<file path="config.mk">
export PLATFORM = sky130hd
export DESIGN_NAME = csrl_top
export DESIGN_NICKNAME = d
export VERILOG_FILES = /design/src/csrl_top.v
export VERILOG_INCLUDE_DIRS = /design/src
export SDC_FILE = /design/constraint.sdc
export NUM_CORES = 1
export LEC_CHECK = 0
export ABC_AREA = 0
export BUFFER_PORTS_ARGS = -buffer_cell sky130_fd_sc_hd__buf_4
export CAP_MARGIN = 25
export CELL_PAD_IN_SITES_DETAIL_PLACEMENT = 0
export CELL_PAD_IN_SITES_GLOBAL_PLACEMENT = 1
export CORE_MARGIN = 8
export CORE_UTILIZATION = 46
export DETAILED_ROUTE_END_ITERATION = 10
export GPL_TIMING_DRIVEN = 0
export PLACE_DENSITY_LB_ADDON = 0.1
export SKIP_LAST_GASP = 1
export SLEW_MARGIN = 20
export SYNTH_ARGS = -nofsm -noshare
export SYNTH_HDL_FRONTEND = slang
export SYNTH_SLANG_ARGS = --single-unit
</file>
<file path="constraint.sdc">
create_clock -name REF_CLK_I -period 5.7 [get_ports REF_CLK_I]
set_input_delay 1.425 -clock REF_CLK_I [delete_from_list [all_inputs] [get_ports REF_CLK_I]]
set_output_delay 1.425 -clock REF_CLK_I [all_outputs]
set_load 0.01 [all_outputs]
</file>
<file path="src/csrl_defs.vh">
// Constants for the chiller status relay logic
`ifndef CSRL_DEFS_VH
`define CSRL_DEFS_VH
// Register byte offsets
`define CSRL_OFS_SEL        8'h00
`define CSRL_OFS_RELIEF     8'h04
`define CSRL_OFS_STATUS     8'h08
`define CSRL_OFS_CMD        8'h0c
`define CSRL_OFS_INT_STAT   8'h10
`define CSRL_OFS_INT_MASK   8'h14
// Event select codes
`define CSRL_EV_LATCH       3'h0
`define CSRL_EV_AUTO        3'h1
`define CSRL_EV_ALARM       3'h2
`define CSRL_EV_WARN        3'h3
`define CSRL_EV_LIMIT       3'h4
`define CSRL_EV_COMP        3'h5
`define CSRL_EV_RELIEF      3'h6
// Reset values
`define CSRL_SEL_RESET      12'haa6
`define CSRL_RELIEF_RESET   16'h003c
`define CSRL_MASK_RESET     8'h00
`define CSRL_PIN_RESET      3'h3
// Command register bit positions
`define CSRL_CMD_ESTOP_CLR  0
`define CSRL_CMD_PANIC_CLR  1
// Status register field positions
`define CSRL_STAT_EV        0
`define CSRL_STAT_RELAY     7
`define CSRL_STAT_RUN       11
`define CSRL_STAT_UNLOAD    12
`define CSRL_STAT_PANIC     13
`define CSRL_STAT_ESTOP     14
`define CSRL_STAT_ARMED     15
// Timing
`define CSRL_CLK_HZ         25000000
`define CSRL_TICK_S         1
`define CSRL_TICK_CYCLES    (`CSRL_CLK_HZ * `CSRL_TICK_S)
`define CSRL_LIM_ON_MIN     20
`define CSRL_LIM_OFF_MIN    1
`define CSRL_LIM_ON_S       (`CSRL_LIM_ON_MIN * 60)
`define CSRL_LIM_OFF_S      (`CSRL_LIM_OFF_MIN * 60)
`define CSRL_PANIC_WIN_S    3
`endif

</file>
<file path="src/csrl_top.v">
// Status and alarm relay logic with APB register access
//
// Implementation choices: the register offsets and the APB interface to the registers.
`timescale 1ns/10ps
`include "csrl_defs.vh"

module csrl_top #(
  parameter N_DIAG      = 8,                  // Diagnostic sources
  parameter N_COMP      = 2,                  // Compressors
  parameter TICK_CYCLES = `CSRL_TICK_CYCLES   // Clock cycles per second
) (
  // Clock and reset
  input  wire                REF_CLK_I,
  input  wire                RESET_I,
  // APB slave
  input  wire                PSEL_I,
  input  wire                PENABLE_I,
  input  wire                PWRITE_I,
  input  wire [7:0]          PADDR_I,
  input  wire [31:0]         PWDATA_I,
  output reg  [31:0]         PRDATA_O,
  output reg                 PREADY_O,
  output reg                 PSLVERR_O,
  // Diagnostics
  input  wire [N_DIAG-1:0]   DIAG_ACTIVE_I,
  input  wire [N_DIAG-1:0]   DIAG_MANUAL_I,
  input  wire [N_DIAG-1:0]   DIAG_INFO_I,
  // Operating state
  input  wire [3:0]          LIMIT_INHIBIT_I,
  input  wire [N_COMP-1:0]   COMP_RUN_I,
  input  wire                ICE_MODE_I,
  input  wire                COND_LIMIT_I,
  // Customer contacts
  input  wire                ESTOP_CLOSED_I,
  input  wire                AUTO_CLOSED_I,
  input  wire                STOP_BTN_I,
  // Relay and unit outputs
  output reg  [3:0]          RELAY_O,
  output reg                 RUN_ENABLE_O,
  output reg                 UNLOAD_O,
  output reg                 PANIC_STOP_O,
  output reg                 ESTOP_TRIP_O,
  output reg                 IRQ_O
);

  localparam [31:0] TICK_LAST = TICK_CYCLES - 1;
  // Timing counts as plain integers, then cut to counter width
  localparam integer LIM_ON_S  = `CSRL_LIM_ON_S;     // Limit set, seconds
  localparam integer LIM_OFF_S = `CSRL_LIM_OFF_S;    // Limit clear, seconds
  localparam integer WIN_S     = `CSRL_PANIC_WIN_S;  // Panic window, seconds
  localparam [10:0]  LIM_ON    = LIM_ON_S[10:0];
  localparam [10:0]  LIM_OFF   = LIM_OFF_S[10:0];
  localparam [3:0]   PANIC_WIN = WIN_S[3:0];
  localparam [2:0]   PIN_RESET = `CSRL_PIN_RESET;    // Contacts closed

  // Select one event from the event vector
  function sel_event;
    input [2:0] sel;
    input [6:0] ev;
    begin
      case (sel)
        `CSRL_EV_LATCH:  sel_event = ev[0];
        `CSRL_EV_AUTO:   sel_event = ev[1];
        `CSRL_EV_ALARM:  sel_event = ev[2];
        `CSRL_EV_WARN:   sel_event = ev[3];
        `CSRL_EV_LIMIT:  sel_event = ev[4];
        `CSRL_EV_COMP:   sel_event = ev[5];
        `CSRL_EV_RELIEF: sel_event = ev[6];
        default:         sel_event = 1'b0;
      endcase
    end
  endfunction

  // Address decode: true for a mapped register
  function addr_hit;
    input [7:0] a;
    begin
      case (a)
        `CSRL_OFS_SEL, `CSRL_OFS_RELIEF, `CSRL_OFS_STATUS,
        `CSRL_OFS_CMD, `CSRL_OFS_INT_STAT, `CSRL_OFS_INT_MASK:
          addr_hit = 1'b1;
        default:
          addr_hit = 1'b0;
      endcase
    end
  endfunction

  reg  [31:0]       tick_cnt;      // Second prescaler
  reg               tick;          // One pulse per second
  reg  [2:0]        sync_a;        // Pin synchroniser stage 1
  reg  [2:0]        sync_b;        // Pin synchroniser stage 2
  reg  [2:0]        sync_c;        // Pin synchroniser stage 3
  reg  [2:0]        pin_f;         // Filtered pins
  reg               btn_prev;      // Button level last cycle
  reg  [11:0]       relay_sel;     // Four 3-bit event selects
  reg  [15:0]       relief_time;   // Relief filter time, seconds
  reg  [7:0]        int_stat;      // Sticky event bits
  reg  [7:0]        int_mask;      // Interrupt enables
  reg  [7:0]        ev_prev;       // Events last cycle
  reg  [10:0]       lim_cnt;       // Limit filter seconds
  reg               lim_mode;      // Filtered limit mode
  reg  [15:0]       rel_cnt;       // Relief filter seconds
  reg               relief;        // Filtered relief request
  reg               estop_trip;    // Latched stop trip
  reg               panic;         // Panic stop active
  reg               armed;         // First stop press seen
  reg  [3:0]        win_cnt;       // Panic window seconds
  reg  [31:0]       rd_val;        // Read mux

  // Event classes; informational diagnostics never count as alarms,
  // and a stop trip is a manual-reset fault so it joins the latch and alarm classes
  wire [N_DIAG-1:0] d_real  = DIAG_ACTIVE_I & ~DIAG_INFO_I;
  wire              ev_latch = (|(d_real & DIAG_MANUAL_I)) | estop_trip;
  wire              ev_auto  = |(d_real & ~DIAG_MANUAL_I);
  wire              ev_alarm = (|d_real) | estop_trip;
  wire              ev_warn  = |(DIAG_ACTIVE_I & DIAG_INFO_I);
  wire              ev_comp  = |COMP_RUN_I;
  wire              lim_any  = |LIMIT_INHIBIT_I;
  wire              rel_any  = ICE_MODE_I | COND_LIMIT_I;
  wire [6:0]        ev_now   = {relief, ev_comp, lim_mode, ev_warn,
                                ev_alarm, ev_auto, ev_latch};
  wire [7:0]        ev_all   = {panic, ev_now};
  // Button edge, bus decode and filter thresholds
  wire              press    = pin_f[2] & ~btn_prev;
  wire              apb_acc  = PSEL_I & PENABLE_I;
  wire              apb_done = apb_acc & PREADY_O;
  wire              hit      = addr_hit(PADDR_I);
  wire              wr       = apb_done & PWRITE_I & hit;
  wire              rd_int   = apb_done & ~PWRITE_I &
                               (PADDR_I == `CSRL_OFS_INT_STAT);
  wire [10:0]       lim_thr  = lim_mode ? LIM_OFF : LIM_ON;
  wire [7:0]        int_clr  = rd_int ? PRDATA_O[7:0] : 8'h00;

  // One-second time base; the limit and relief filters count its pulses, so the real
  // delay is the threshold less up to one second of tick phase
  always @(posedge REF_CLK_I) begin
    if (RESET_I) begin
      tick_cnt <= 32'h0000_0000;
      tick     <= 1'b0;
    end else if (tick_cnt >= TICK_LAST) begin
      tick_cnt <= 32'h0000_0000;
      tick     <= 1'b1;
    end else begin
      tick_cnt <= tick_cnt + 32'h0000_0001;
      tick     <= 1'b0;
    end
  end

  // Three-stage pin synchronisers with agreement filter
  // Contacts may bounce; a level not yet settled in stages two and three
  // leaves the filtered value where it was
  genvar g;
  generate
    for (g = 0; g < 3; g = g + 1) begin : g_sync
      always @(posedge REF_CLK_I) begin
        if (RESET_I) begin
          sync_a[g] <= PIN_RESET[g];
          sync_b[g] <= PIN_RESET[g];
          sync_c[g] <= PIN_RESET[g];
          pin_f[g]  <= PIN_RESET[g];
        end else begin
          sync_a[g] <= (g == 0) ? ESTOP_CLOSED_I :
                       (g == 1) ? AUTO_CLOSED_I : STOP_BTN_I;
          sync_b[g] <= sync_a[g];
          sync_c[g] <= sync_b[g];
          // Accept a change once stages two and three agree
          if (sync_b[g] == sync_c[g]) begin
            pin_f[g] <= sync_c[g];
          end
        end
      end
    end
  endgenerate

  // Relay drive, one per output
  // Each relay follows its selected event one clock later; code 7 is off
  generate
    for (g = 0; g < 4; g = g + 1) begin : g_relay
      always @(posedge REF_CLK_I) begin
        if (RESET_I) begin
          RELAY_O[g] <= 1'b0;
        end else begin
          RELAY_O[g] <= sel_event(relay_sel[3*g +: 3], ev_now);
        end
      end
    end
  endgenerate

  // Limit mode filter, restarts when interrupted
  // The counter runs only while input and state differ, so any return to
  // the present state throws the partial count away
  always @(posedge REF_CLK_I) begin
    if (RESET_I) begin
      lim_cnt  <= 11'h000;
      lim_mode <= 1'b0;
    end else if (lim_any == lim_mode) begin
      lim_cnt  <= 11'h000;
    end else if (lim_cnt >= lim_thr) begin
      lim_mode <= lim_any;
      lim_cnt  <= 11'h000;
    end else if (tick) begin
      lim_cnt  <= lim_cnt + 11'h001;
    end
  end

  // Head pressure relief filter, same time both ways
  // A relief time of zero makes the request follow its modes directly
  always @(posedge REF_CLK_I) begin
    if (RESET_I) begin
      rel_cnt <= 16'h0000;
      relief  <= 1'b0;
    end else if (rel_any == relief) begin
      rel_cnt <= 16'h0000;
    end else if (rel_cnt >= relief_time) begin
      relief  <= rel_any;
      rel_cnt <= 16'h0000;
    end else if (tick) begin
      rel_cnt <= rel_cnt + 16'h0001;
    end
  end

  // Emergency stop trip and panic stop
  // An open contact beats a clear command in the same cycle, so a trip
  // can only be cleared once the loop is closed again
  always @(posedge REF_CLK_I) begin
    if (RESET_I) begin
      estop_trip <= 1'b0;
      panic      <= 1'b0;
      armed      <= 1'b0;
      win_cnt    <= 4'h0;
      btn_prev   <= 1'b0;
    end else begin
      btn_prev <= pin_f[2];
      // Open contact trips; clear only by command with contact closed
      if (!pin_f[0]) begin
        estop_trip <= 1'b1;
      end else if (wr && PADDR_I == `CSRL_OFS_CMD &&
                   PWDATA_I[`CSRL_CMD_ESTOP_CLR]) begin
        estop_trip <= 1'b0;
      end
      // Second press within window stops at once, no latch
      if (press && armed) begin
        panic   <= 1'b1;
        armed   <= 1'b0;
      end else if (wr && PADDR_I == `CSRL_OFS_CMD &&
                   PWDATA_I[`CSRL_CMD_PANIC_CLR]) begin
        panic   <= 1'b0;
      end
      if (press && !armed) begin
        armed   <= 1'b1;
        win_cnt <= 4'h0;
      end else if (armed && tick) begin
        if (win_cnt >= PANIC_WIN) begin
          armed <= 1'b0;
        end
        win_cnt <= win_cnt + 4'h1;
      end
    end
  end

  // Unit run control outputs
  // The unit may run only with both loops closed and no stop pending
  always @(posedge REF_CLK_I) begin
    if (RESET_I) begin
      RUN_ENABLE_O <= 1'b0;
      UNLOAD_O     <= 1'b0;
      PANIC_STOP_O <= 1'b0;
      ESTOP_TRIP_O <= 1'b0;
    end else begin
      // Reclosed auto contact resumes by itself
      RUN_ENABLE_O <= pin_f[0] & ~estop_trip & pin_f[1] & ~panic;
      UNLOAD_O     <= ~pin_f[1] & ev_comp;
      PANIC_STOP_O <= panic;
      ESTOP_TRIP_O <= estop_trip;
    end
  end

  // Configuration registers
  // Writes land on the completing access edge; unmapped writes are dropped
  always @(posedge REF_CLK_I) begin
    if (RESET_I) begin
      relay_sel   <= `CSRL_SEL_RESET;
      relief_time <= `CSRL_RELIEF_RESET;
      int_mask    <= `CSRL_MASK_RESET;
    end else if (wr) begin
      case (PADDR_I)
        `CSRL_OFS_SEL:      relay_sel   <= PWDATA_I[11:0];
        `CSRL_OFS_RELIEF:   relief_time <= PWDATA_I[15:0];
        `CSRL_OFS_INT_MASK: int_mask    <= PWDATA_I[7:0];
        default:            int_mask    <= int_mask;
      endcase
    end
  end

  // Sticky event flags, set wins over read clear
  // Only rising edges set a flag; the clear uses the word just returned,
  // so an edge that arrives after the read is kept for the next one
  always @(posedge REF_CLK_I) begin
    if (RESET_I) begin
      int_stat <= 8'h00;
      ev_prev  <= 8'h00;
      IRQ_O    <= 1'b0;
    end else begin
      ev_prev  <= ev_all;
      int_stat <= (int_stat & ~int_clr) | (ev_all & ~ev_prev);
      IRQ_O    <= |(int_stat & int_mask);
    end
  end

  // Read data mux
  // Write-only and unmapped offsets read as zero
  always @* begin
    rd_val = 32'h0000_0000;
    case (PADDR_I)
      `CSRL_OFS_SEL:      rd_val[11:0] = relay_sel;
      `CSRL_OFS_RELIEF:   rd_val[15:0] = relief_time;
      `CSRL_OFS_STATUS: begin
        rd_val[`CSRL_STAT_EV +: 7]    = ev_now;
        rd_val[`CSRL_STAT_RELAY +: 4] = RELAY_O;
        rd_val[`CSRL_STAT_RUN]        = RUN_ENABLE_O;
        rd_val[`CSRL_STAT_UNLOAD]     = UNLOAD_O;
        rd_val[`CSRL_STAT_PANIC]      = panic;
        rd_val[`CSRL_STAT_ESTOP]      = estop_trip;
        rd_val[`CSRL_STAT_ARMED]      = armed;
      end
      `CSRL_OFS_INT_STAT: rd_val[7:0]  = int_stat;
      `CSRL_OFS_INT_MASK: rd_val[7:0]  = int_mask;
      default:            rd_val       = 32'h0000_0000;
    endcase
  end

  // APB answer: one wait state, error on unmapped address
  // Ready rises one cycle into the access phase and falls straight after
  always @(posedge REF_CLK_I) begin
    if (RESET_I) begin
      PREADY_O  <= 1'b0;
      PRDATA_O  <= 32'h0000_0000;
      PSLVERR_O <= 1'b0;
    end else if (apb_acc && !PREADY_O) begin
      PREADY_O  <= 1'b1;
      PRDATA_O  <= PWRITE_I ? 32'h0000_0000 : rd_val;
      PSLVERR_O <= ~hit;
    end else begin
      PREADY_O  <= 1'b0;
      PSLVERR_O <= 1'b0;
    end
  end

endmodule

</file>
# Yosys cells after proc, flatten, opt, wreduce, memory -nomap -nowiden
# Cells that the tools add are included.
dict set report totals {
  ff_bits 177
  word_cells 172
  output_inout_bits 43
  inputBits 80
}
dict set report op_classes {
  mux 21
  add_sub_neg 4
  bitwise_logic 35
  n_reduce_logical 33
  n_eq_ne 35
  magnitude_cmp 4
}
# cell n
set ops {}
lappend ops {{$and A8 B8 Y8} 7}
lappend ops {{$pmux W8 S5} 1}
lappend ops {{$reduce_or A8 Y1} 5}
lappend ops {{$eq A3 B3 Y1 const B} 12}
lappend ops {{$add A32 B1 Y32 const B} 1}
lappend ops {{$ge A32 B25 Y1 const B} 1}
lappend ops {{$not A8 Y8} 4}
lappend ops {{$pmux W1 S7} 4}
lappend ops {{$eq A3 B2 Y1 const B} 8}
lappend ops {{$add A16 B1 Y16 const B} 1}
lappend ops {{$eq A8 B4 Y1 const B} 2}
lappend ops {{$eq A8 B5 Y1 const B} 2}
lappend ops {{$ge A16 B16 Y1} 1}
lappend ops {{$mux W16} 1}
lappend ops {{$eq A3 B1 Y1 const B} 4}
lappend ops {{$logic_not A3 Y1} 4}
lappend ops {{$pmux W4 S3} 1}
lappend ops {{$add A11 B1 Y11 const B} 1}
lappend ops {{$and A1 B1 Y1} 11}
lappend ops {{$ge A11 B11 Y1} 1}
lappend ops {{$mux W1} 11}
lappend ops {{$mux W11} 1}
lappend ops {{$reduce_and A2 Y1} 5}
lappend ops {{$not A1 Y1} 9}
lappend ops {{other kinds (17)} 34}

# Depth between registers and ports, before layout
# Gate-level depths: netlist of run 1.
dict set report logic_depth {
  word_depth 8
  ltp_mapped 8
  depth_no_buf 7
}

# Worst setup path before layout of run 1
# No wires, ideal clock.
dict set report synth_timing {
  kind {in2reg}
  from {in PADDR_I[3]}
  to {reg int_stat[4]}
  setup_time_ns 0.128
  slack_ns 2.680
  required_time_ns 5.572
  arrival_ns 2.893
  path_stages 6
  path_buffers 1
  path_cell_list {buf_2 or4_1 nor4_2 nand2_1 a2bb2oi_1 nor2_1}
}
dict set report synth_between {
  elab_chain_len 6
}
# element line
set synth_rtl {}
lappend synth_rtl {{from (decl)} csrl_top.v:19} ;# input wire [7:0] PADDR_I,
lappend synth_rtl {{$eq A8 B5 Y1} --}
lappend synth_rtl {{$and A1 B1 Y1} csrl_top.v:129} ;# wire rd_int = apb_done & ~PWRITE_I &
lappend synth_rtl {{$mux W8} csrl_top.v:132} ;# wire [7:0] int_clr = rd_int ? PRDATA_O[7:0] : 8'h00;
lappend synth_rtl {{$not A8 Y8} csrl_top.v:305} ;# int_stat <= (int_stat & ~int_clr) | (ev_all & ~ev_prev);
lappend synth_rtl {{$and A8 B8 Y8} csrl_top.v:305}
lappend synth_rtl {{$or A8 B8 Y8} csrl_top.v:305}
lappend synth_rtl {{to (signal assigned)} csrl_top.v:305}
lappend synth_rtl {{to (decl)} csrl_top.v:97} ;# reg [7:0] int_stat;
# Every way passes these cells.
# A chain may end at the register's enable or synchronous reset.

# Worst setup path after layout of run 1
# Same ends and word-level chain as after synthesis.

==> impl_metrics.prom, run 1 <==
# TYPE chip_impl_metric gauge
chip_impl_metric{name="worst_ep_arrival_time",unit="ps"} 3560
chip_impl_info{name="r2r-start",value="lim_mode$_SDFFE_PP0P_"} 1
chip_impl_metric{name="fin_worst_skew",unit="ps"} 10.5
chip_impl_metric{name="gp_congestion",unit=""} 0.830
chip_impl_metric{name="cp.required",unit="ps"} 5990
chip_impl_metric{name="die_area",unit="um2"} 21200
chip_impl_metric{name="track_usage",unit="%"} 19.1
chip_impl_metric{name="finish.net_count",unit=""} 1086
chip_impl_metric{name="initial_core_util",unit="%"} 46.7
chip_impl_metric{name="globalRouteOverflowTotal",unit=""} 0
chip_impl_metric{name="slew_viol_final",unit=""} 0
chip_impl_metric{name="report.final.hold_viol_count",unit=""} 0
chip_impl_metric{name="max_clock_freq",unit="MHz"} 306
chip_impl_metric{name="grt_max_degree",unit=""} 17
chip_impl_metric{name="buffer_ports.inserted",unit=""} 89
chip_impl_metric{name="antenna-diode-count",unit=""} 0
chip_impl_metric{name="detail_route.drc_violations",unit=""} 0
chip_impl_info{name="worstHoldPathType",value="reg -> reg"} 1
chip_impl_metric{name="synth_cell_type_count",unit=""} 61
chip_impl_metric{name="detailed_routing_iteration_count_for_the_pre_antenna_repair_pass",unit=""} 4
chip_impl_metric{name="number_of_antenna_violations_at_the_first_check_in_global_routing",unit=""} 0
chip_impl_metric{name="synth_edf_count",unit=""} 0
chip_impl_metric{name="worst_skew_pair.late_latency",unit="ps"} 430
chip_impl_info{name="critPathLaunchType",value="primary input"} 1
chip_impl_metric{name="ioPinCount",unit=""} 123
chip_impl_metric{name="tightestPinTransition",unit="ps"} 1030
chip_impl_metric{name="chipWidth",unit="um"} 146
chip_impl_metric{name="groute.layer.met1.usage",unit="%"} 25.7
chip_impl_metric{name="worst_ir_drop_vdd",unit="V"} 0.000229
chip_impl_metric{name="holdWs",unit="ps"} 404
chip_impl_info{name="worstSetupPathType",value="in -> reg"} 1
chip_impl_metric{name="routedWlPerCell",unit="um"} 16.6
chip_impl_metric{name="setup_total_negative_slack",unit="ps"} 0
chip_impl_metric{name="hpwlAfterDp",unit="um"} 15000
chip_impl_metric{name="final_min_period_over_clock_period",unit="%"} 57.3
chip_impl_info{name="crit_path_cell_trace",value="buf_4, buf_2, or4_1, nor4_2, nand2_1, a2bb2oi_1, nor2_1"} 1
chip_impl_metric{name="max-clock-path-buffers",unit=""} 2
chip_impl_metric{name="core",unit="um2"} 16500
chip_impl_metric{name="flow.area_growth_from_synthesis",unit="%"} 20.9
chip_impl_metric{name="share_of_layout_cells_above_drive_strength_1",unit="%"} 19.3
chip_impl_metric{name="worst_path_largest_cell_delay",unit="ps"} 740
chip_impl_metric{name="placement_rows",unit=""} 47
chip_impl_info{name="run_status",value="completed"} 1
chip_impl_metric{name="gate_count_after_technology_mapping",unit=""} 851
chip_impl_metric{name="dp_worst_setup_slack",unit="ps"} 1980
chip_impl_metric{name="cts_max_level",unit=""} 4
chip_impl_info{name="tritoncts_clock_tree",value="yes"} 1
chip_impl_metric{name="cp_max_fo",unit=""} 10
chip_impl_metric{name="sequential_cell_area",unit="um2"} 3200
chip_impl_metric{name="ff_latch_count_synth",unit=""} 160
chip_impl_metric{name="drv_cap",unit=""} 0
chip_impl_metric{name="grt.met3_usage",unit="%"} 4.63
chip_impl_metric{name="die_height",unit="um"} 146
chip_impl_metric{name="setup_viol_count_final",unit=""} 0
chip_impl_metric{name="fillers",unit=""} 1559
chip_impl_info{name="critPathSlowestCell",value="sky130_fd_sc_hd__nor4_2"} 1
chip_impl_metric{name="drt_wl_total",unit="um"} 20100
chip_impl_metric{name="post_cts_hold_buffer_count",unit=""} 0
chip_impl_metric{name="synthArstFlopShare",unit="%"} 0
chip_impl_metric{name="slew_headroom",unit="%"} 31.2
chip_impl_metric{name="setup_ws",unit="ps"} 2430
chip_impl_metric{name="synth-warning-count",unit=""} 0
chip_impl_metric{name="grt_pass1_wl",unit="um"} 32700
chip_impl_metric{name="cts_resized",unit=""} 0
chip_impl_info{name="gr-max-usage-layer",value="met2"} 1
chip_impl_metric{name="multi_input_area",unit="um2"} 4120
chip_impl_info{name="crit_path_start",value="PADDR_I[3]"} 1
chip_impl_metric{name="post_cts.repair.setup_buffers",unit=""} 0
chip_impl_metric{name="cts.reportedPaths.clkPinSlew",unit="ps"} 70
chip_impl_metric{name="synth-seq-area-share",unit="%"} 41.5
chip_impl_metric{name="avg_inst_size_synth",unit="um2"} 9.08
chip_impl_metric{name="synthesized_cell_area",unit="um2"} 7720
chip_impl_info{name="ys_dominant_reg_cell",value="sky130_fd_sc_hd__dfxtp_1"} 1
chip_impl_metric{name="ant_nets",unit=""} 0
chip_impl_info{name="end_kind",value="register"} 1
chip_impl_info{name="hp-start",value="sync_a[0]$_SDFF_PP1_"} 1
chip_impl_metric{name="num_vias",unit=""} 6341
chip_impl_metric{name="number_of_global_route_vias_before_repair",unit=""} 6055
chip_impl_metric{name="cts_buffers",unit=""} 17
chip_impl_metric{name="detail_route.vias_per_cell",unit=""} 5.23
chip_impl_metric{name="power.density",unit="nW/um2"} 263
chip_impl_metric{name="count_of_routing_violations_after_the_opening_detailed_route_iteration",unit=""} 379
chip_impl_metric{name="p_leak",unit="nW"} 3.78
chip_impl_metric{name="period_minus_slack",unit="ps"} 3270
chip_impl_info{name="clock_tree.root_cell",value="sky130_fd_sc_hd__clkbuf_16"} 1
chip_impl_metric{name="met2_usage_grt",unit="%"} 30.0
chip_impl_info{name="rsz0062_at_grt",value="no"} 1
chip_impl_metric{name="clock_sink_count",unit=""} 160
==> metrics by stage <==
| stage | instance area [um2] | power [mW] | utilization [%] | cells |
|---|---|---|---|---|
| finish | 9340 | 2.46 | 56.5 | 1213 |
| global route | 9340 | 2.53 | 56.5 | 1213 |
| CTS | 9340 | 2.47 | 56.5 | 1213 |
| detailed placement | 8750 | 1.33 | 53.0 | 1182 |
| global placement | 8750 | 1.33 | 53.0 | 1182 |
| floorplan | 7810 | 1.26 | - | 873 |
==> registers in the layout (all words and copies together) (netlist names), 11 cells and up <==
register     cells
relief_time     16
relay_sel       12
rel_cnt         16
PRDATA_O        16
tick_cnt        32
lim_cnt         11
==> path summary, 6_finish.rpt <==
| check | end | slack (ps) | depth (start not counted) |
|---|---|---|---|
| setup / recovery | int_stat[4]$_SDFF_PP0_ | 2430 | 7 |
| hold / removal | sync_b[0]$_SDFF_PP1_ | 400 | 1 |
| setup reg to reg | lim_cnt[0]$_SDFFE_PP0P_ | 3230 | 8 |
| hold reg to reg | sync_b[0]$_SDFF_PP1_ | 400 | 1 |
==> power breakdown <==
group / total, mW / switching, mW / internal [mW] / leakage, nW
sequential: 1.15 / 0.0112 / 1.14 / 1.30
combinational: 0.165 / 0.0917 / 0.0728 / 2.20
clock: 1.15 / 0.455 / 0.690 / 0.278
==> worst max-delay path: cells and delay by family <==
family | cells | cell delay, ps
simple gates | 4 | 1630
compound gates | 1 | 210
buf+inv | 2 | 290
==> cell type report <==
| cell class | count | share of cell area [%] |
|---|---|---|
| multi-input combinational | 614 | 44.1 |
| sequential | 160 | 34.3 |
| timing repair buffer | 89 | 7.15 |
| clock buffer | 23 | 5.22 |
| buffer | 58 | 3.56 |
| tap | 220 | 2.95 |
| inverter | 41 | 1.65 |
| clock inverter | 8 | 1.11 |
==> cell usage after synthesis, types with 6 or more instances <==
| master | n | area share [%] |
|---|---|---|
| sky130_fd_sc_hd__dfxtp_1 | 160 | 41 |
| sky130_fd_sc_hd__nor2_1 | 85 | 4.1 |
| sky130_fd_sc_hd__nand2_1 | 63 | 3.1 |
| sky130_fd_sc_hd__mux2i_1 | 58 | 7.5 |
| sky130_fd_sc_hd__inv_1 | 41 | 2.0 |
| sky130_fd_sc_hd__xor2_1 | 34 | 3.9 |
| sky130_fd_sc_hd__nor3_1 | 28 | 1.8 |
| sky130_fd_sc_hd__clkbuf_1 | 26 | 1.3 |
| sky130_fd_sc_hd__ha_1 | 25 | 4.0 |
| sky130_fd_sc_hd__nand3_1 | 23 | 1.5 |
| sky130_fd_sc_hd__a21oi_1 | 22 | 1.4 |
| sky130_fd_sc_hd__nand4_1 | 22 | 1.8 |
| sky130_fd_sc_hd__nor3_2 | 21 | 2.7 |
| sky130_fd_sc_hd__a22oi_1 | 19 | 1.8 |
| sky130_fd_sc_hd__o21ai_0 | 19 | 1.2 |
| sky130_fd_sc_hd__xnor2_1 | 18 | 2.0 |
| sky130_fd_sc_hd__buf_4 | 16 | 1.6 |
| sky130_fd_sc_hd__nand2b_1 | 15 | 1.2 |
| sky130_fd_sc_hd__o22ai_1 | 13 | 1.1 |
| sky130_fd_sc_hd__nor2b_1 | 12 | 0.97 |
| sky130_fd_sc_hd__or2_2 | 11 | 0.89 |
| sky130_fd_sc_hd__o211ai_1 | 9 | 0.87 |
| sky130_fd_sc_hd__and4_1 | 8 | 0.91 |
| sky130_fd_sc_hd__a211oi_1 | 7 | 0.68 |
| sky130_fd_sc_hd__and3_1 | 7 | 0.57 |
| sky130_fd_sc_hd__buf_1 | 6 | 0.29 |
| sky130_fd_sc_hd__buf_2 | 6 | 0.39 |
==> kinds of logic after synthesis <==
group,synth area share [%]
XOR/XNOR,5.90
AO/OA/AOI/OAI,11.1
flip-flops,41.5
multiplexers,7.81
other,0.0485
AND/OR/NAND/NOR,23.3
adder cells (fa/ha/maj),4.05
buffers and inverters,6.30
==> cells in the final DEF (no fill, tap or decap), drive strengths merged, types with 8 or more instances in the layout <==
| cell | instances |
|---|---|
| nor2 | 85 |
| buf | 121 |
| and4 | 8 |
| nand2 | 63 |
| o22ai | 13 |
| o211ai | 9 |
| ha | 25 |
| xor2 | 34 |
| conb | 23 |
| dfxtp | 160 |
| or2 | 11 |
| a21oi | 22 |
| xnor2 | 18 |
| clkbuf | 49 |
| mux2i | 58 |
| nand2b | 15 |
| nor2b | 12 |
| o21ai | 24 |
| inv | 42 |
| nand3 | 24 |
| nor3 | 50 |
| a22oi | 19 |
| nand4 | 22 |
==> routing by layer <==
layer,share of wire (%),wire length [um]
met1,47,9500
met2,46,9260
met3,5.3,1060
met4,1.4,280
met5,0,0
Note: power is estimated with default switching activity, not from simulation.
==> run 2: changes to the inputs <==
--- a/config.mk
+++ b/config.mk
@@ -12,7 +12,7 @@
 export CELL_PAD_IN_SITES_DETAIL_PLACEMENT = 0
 export CELL_PAD_IN_SITES_GLOBAL_PLACEMENT = 1
 export CORE_MARGIN = 8
-export CORE_UTILIZATION = 46
+export CORE_UTILIZATION = 43
 export DETAILED_ROUTE_END_ITERATION = 10
 export GPL_TIMING_DRIVEN = 0
 export PLACE_DENSITY_LB_ADDON = 0.1
==> constraint.sdc (replaced) <==
create_clock -name REF_CLK_I -period 3.2 [get_ports REF_CLK_I]
set_input_delay 0.8 -clock REF_CLK_I [delete_from_list [all_inputs] [get_ports REF_CLK_I]]
set_output_delay 0.8 -clock REF_CLK_I [all_outputs]
set_load 0.01 [all_outputs]
==> run 2 against run 1 <==
Effect of this change:
- worst setup slack got worse by 1800 ps
- sequential share of layout area up 0.24 points
- first-iteration DRC count fell by 15%
- final cell count is 0.58% higher
- largest power group unchanged
- count of clock-buffer cells in the layout down 1
- clock power is 57% higher
- critical path type unchanged
- register-to-register slack got worse by 2500 ps
- non-clock buffer count rose by 1
- combinational power grew 76%
- sequential power rose by 77%
- highest routed layer unchanged
==> impl_metrics.prom, run 2 (synthesis results as in run 1) <==
# TYPE chip_impl_metric gauge
chip_impl_metric{name="ioPinCount",unit=""} 123
chip_impl_metric{name="worst_skew_pair.late_latency",unit="ps"} 420
chip_impl_metric{name="slew_headroom",unit="%"} 38.6
chip_impl_metric{name="placed_cells_incl_taps",unit=""} 1191
chip_impl_metric{name="ant_nets",unit=""} 0
chip_impl_metric{name="hpwlAfterDp",unit="um"} 15400
chip_impl_info{name="crit_path_cell_trace",value="buf_4, buf_2, or4_1, nor4_2, nand2_1, a2bb2oi_1, nor2_1"} 1
chip_impl_info{name="run_status",value="completed"} 1
chip_impl_metric{name="tightestPinTransition",unit="ps"} 915
chip_impl_metric{name="share_of_layout_cells_above_drive_strength_1",unit="%"} 19.2
chip_impl_info{name="regToRegEndpoint",value="lim_cnt[7]$_SDFFE_PP0P_"} 1
chip_impl_metric{name="placement_rows",unit=""} 49
chip_impl_metric{name="cts_max_level",unit=""} 4
chip_impl_metric{name="whs_path_depth",unit=""} 1
chip_impl_metric{name="cts_buffers",unit=""} 17
chip_impl_metric{name="drt_wl_total",unit="um"} 20100
chip_impl_metric{name="die_height",unit="um"} 150
chip_impl_metric{name="cts.reportedPaths.clkPinSlew",unit="ps"} 60
chip_impl_metric{name="max_clock_freq",unit="MHz"} 382
chip_impl_metric{name="count_of_routing_violations_after_the_opening_detailed_route_iteration",unit=""} 323
chip_impl_metric{name="core",unit="um2"} 17800
chip_impl_info{name="worstSetupPathType",value="in -> reg"} 1
chip_impl_metric{name="detailed_routing_iteration_count_for_the_pre_antenna_repair_pass",unit=""} 5
chip_impl_metric{name="grt_pass1_wl",unit="um"} 32300
chip_impl_metric{name="period_minus_slack",unit="ps"} 2620
chip_impl_metric{name="antenna-diode-count",unit=""} 0
chip_impl_metric{name="initial_core_util",unit="%"} 43.4
chip_impl_metric{name="detail_route.vias_per_cell",unit=""} 5.10
chip_impl_metric{name="detail_route.drc_violations",unit=""} 0
chip_impl_metric{name="setup_ws",unit="ps"} 585
chip_impl_metric{name="fin_worst_skew",unit="ps"} 10.6
chip_impl_info{name="critPathLaunchType",value="primary input"} 1
chip_impl_metric{name="p_leak",unit="nW"} 3.76
chip_impl_metric{name="globalRouteOverflowTotal",unit=""} 0
chip_impl_metric{name="num_vias",unit=""} 6221
chip_impl_metric{name="post_cts.repair.setup_buffers",unit=""} 0
chip_impl_metric{name="report.final.hold_viol_count",unit=""} 0
chip_impl_metric{name="finish.net_count",unit=""} 1087
chip_impl_info{name="clock_tree.root_cell",value="sky130_fd_sc_hd__clkbuf_16"} 1
chip_impl_metric{name="clock_sink_count",unit=""} 160
chip_impl_metric{name="chipWidth",unit="um"} 150
chip_impl_metric{name="drv_cap",unit=""} 0
chip_impl_metric{name="r2r_setup_slack",unit="ps"} 780
chip_impl_metric{name="buffer_ports.inserted",unit=""} 89
chip_impl_info{name="tritoncts_clock_tree",value="yes"} 1
chip_impl_metric{name="worst_ep_arrival_time",unit="ps"} 2900
chip_impl_metric{name="largest_reg_flops",unit=""} 32
chip_impl_metric{name="grt_max_degree",unit=""} 17
chip_impl_metric{name="number_of_global_route_vias_before_repair",unit=""} 6093
chip_impl_metric{name="post_cts_hold_buffer_count",unit=""} 0
chip_impl_metric{name="slew_viol_final",unit=""} 0
chip_impl_metric{name="gp_congestion",unit=""} 0.876
chip_impl_metric{name="track_usage",unit="%"} 18.3
chip_impl_info{name="hp-start",value="sync_a[0]$_SDFF_PP1_"} 1
chip_impl_metric{name="max-clock-path-buffers",unit=""} 2
chip_impl_metric{name="routedLengthMet1",unit="um"} 9420
chip_impl_metric{name="stdcell_count",unit=""} 1220
chip_impl_metric{name="detailed_place.area",unit="um2"} 8760
chip_impl_metric{name="timing.critical_path.buf_inv",unit=""} 2
chip_impl_metric{name="worst_ir_drop_vdd",unit="V"} 0.000385
chip_impl_metric{name="die_area",unit="um2"} 22500
chip_impl_info{name="critPathTopFamily",value="simple AND/OR/NAND/NOR gates"} 1
chip_impl_metric{name="cp.required",unit="ps"} 3480
chip_impl_metric{name="cells_on_worst_reg2reg_path",unit=""} 8
chip_impl_info{name="r2r-start",value="lim_mode$_SDFFE_PP0P_"} 1
chip_impl_metric{name="flow.area_growth_from_synthesis",unit="%"} 20.1
chip_impl_metric{name="setup_viol_count_final",unit=""} 0
chip_impl_metric{name="holdWs",unit="ps"} 407
chip_impl_info{name="worstHoldPathType",value="reg -> reg"} 1
chip_impl_info{name="min_to",value="sync_b[0]$_SDFF_PP1_"} 1
chip_impl_metric{name="setup_total_negative_slack",unit="ps"} 0
chip_impl_metric{name="cp_max_fo",unit=""} 10
chip_impl_info{name="mostFrequentLayoutCell",value="sky130_fd_sc_hd__dfxtp_1"} 1
chip_impl_info{name="critPathSlowestCell",value="sky130_fd_sc_hd__nor4_2"} 1
chip_impl_metric{name="postLayoutCellArea",unit="um2"} 9280
chip_impl_metric{name="dp_worst_setup_slack",unit="ps"} 135
chip_impl_metric{name="wl_met3",unit="um"} 1070
chip_impl_metric{name="power.density",unit="nW/um2"} 445
chip_impl_metric{name="worst_path_largest_cell_delay",unit="ps"} 700
chip_impl_info{name="commonest_cells_after_routing_fill_and_taps_aside",value="160 x sky130_fd_sc_hd__dfxtp_1, 105 x sky130_fd_sc_hd__buf_4, 85 x sky130_fd_sc_hd__nor2_1"} 1
chip_impl_metric{name="number_of_antenna_violations_at_the_first_check_in_global_routing",unit=""} 0
chip_impl_info{name="rsz0062_at_grt",value="no"} 1
chip_impl_metric{name="cts_resized",unit=""} 0
chip_impl_info{name="largest-register",value="tick_cnt"} 1
chip_impl_info{name="end_kind",value="register"} 1
chip_impl_info{name="topRoutingLayerUsed",value="met4"} 1
chip_impl_metric{name="routedWlPerCell",unit="um"} 16.5
chip_impl_metric{name="met2WireLength",unit="um"} 9400
chip_impl_metric{name="final_min_period_over_clock_period",unit="%"} 81.7
==> run 2: final cells by class <==
type	instances	area (um2)
Buffer	58	333
Clock buffer	22	474
Clock inverter	6	36.3
Fill cell	1764	8500
Inverter	41	154
Multi-Input combinational cell	614	4120
Sequential cell	160	3200
Tap cell	229	287
Timing Repair Buffer	90	673
==> run 2: per-stage QoR <==
stage / util, % / power (mW)
4_1_cts: 52.2 / 4.18
3_3_place_gp: 49.3 / 2.37
5_1_grt: 52.2 / 4.29
3_5_place_dp: 49.3 / 2.38
6_report: 52.2 / 4.13
2_1_floorplan: - / 2.24
==> run 2: power by group <==
group          switching (mW)  internal (mW)  total, mW
registers              0.0207           2.02       2.04
clock network           0.765           1.03       1.80
logic                   0.160          0.130      0.290
total                   0.946           3.18       4.13
==> run 2: per-layer routing <==
layer	vias to the layer above	global-route usage (%)
li1	3203	-
met1	2874	23.3
met2	125	30.2
met3	19	4.78
met4	0	4.70
met5	-	0
==> run 2: worst max-delay path by stage <==
stage | startpoint | end | slack, ps | depth (start not counted)
global route | relief_time[13]$_SDFFE_PP0P_ | rel_cnt[13]$_SDFFE_PP0P_ | 490 | 8
floorplan | PADDR_I[3] | int_stat[4]$_SDFF_PP0_ | 800 | 6
global placement | PADDR_I[3] | int_stat[4]$_SDFF_PP0_ | 110 | 7
CTS | PADDR_I[3] | int_stat[4]$_SDFF_PP0_ | 580 | 7
detailed placement | PADDR_I[3] | int_stat[4]$_SDFF_PP0_ | 140 | 7
finish | PADDR_I[3] | int_stat[4]$_SDFF_PP0_ | 580 | 7
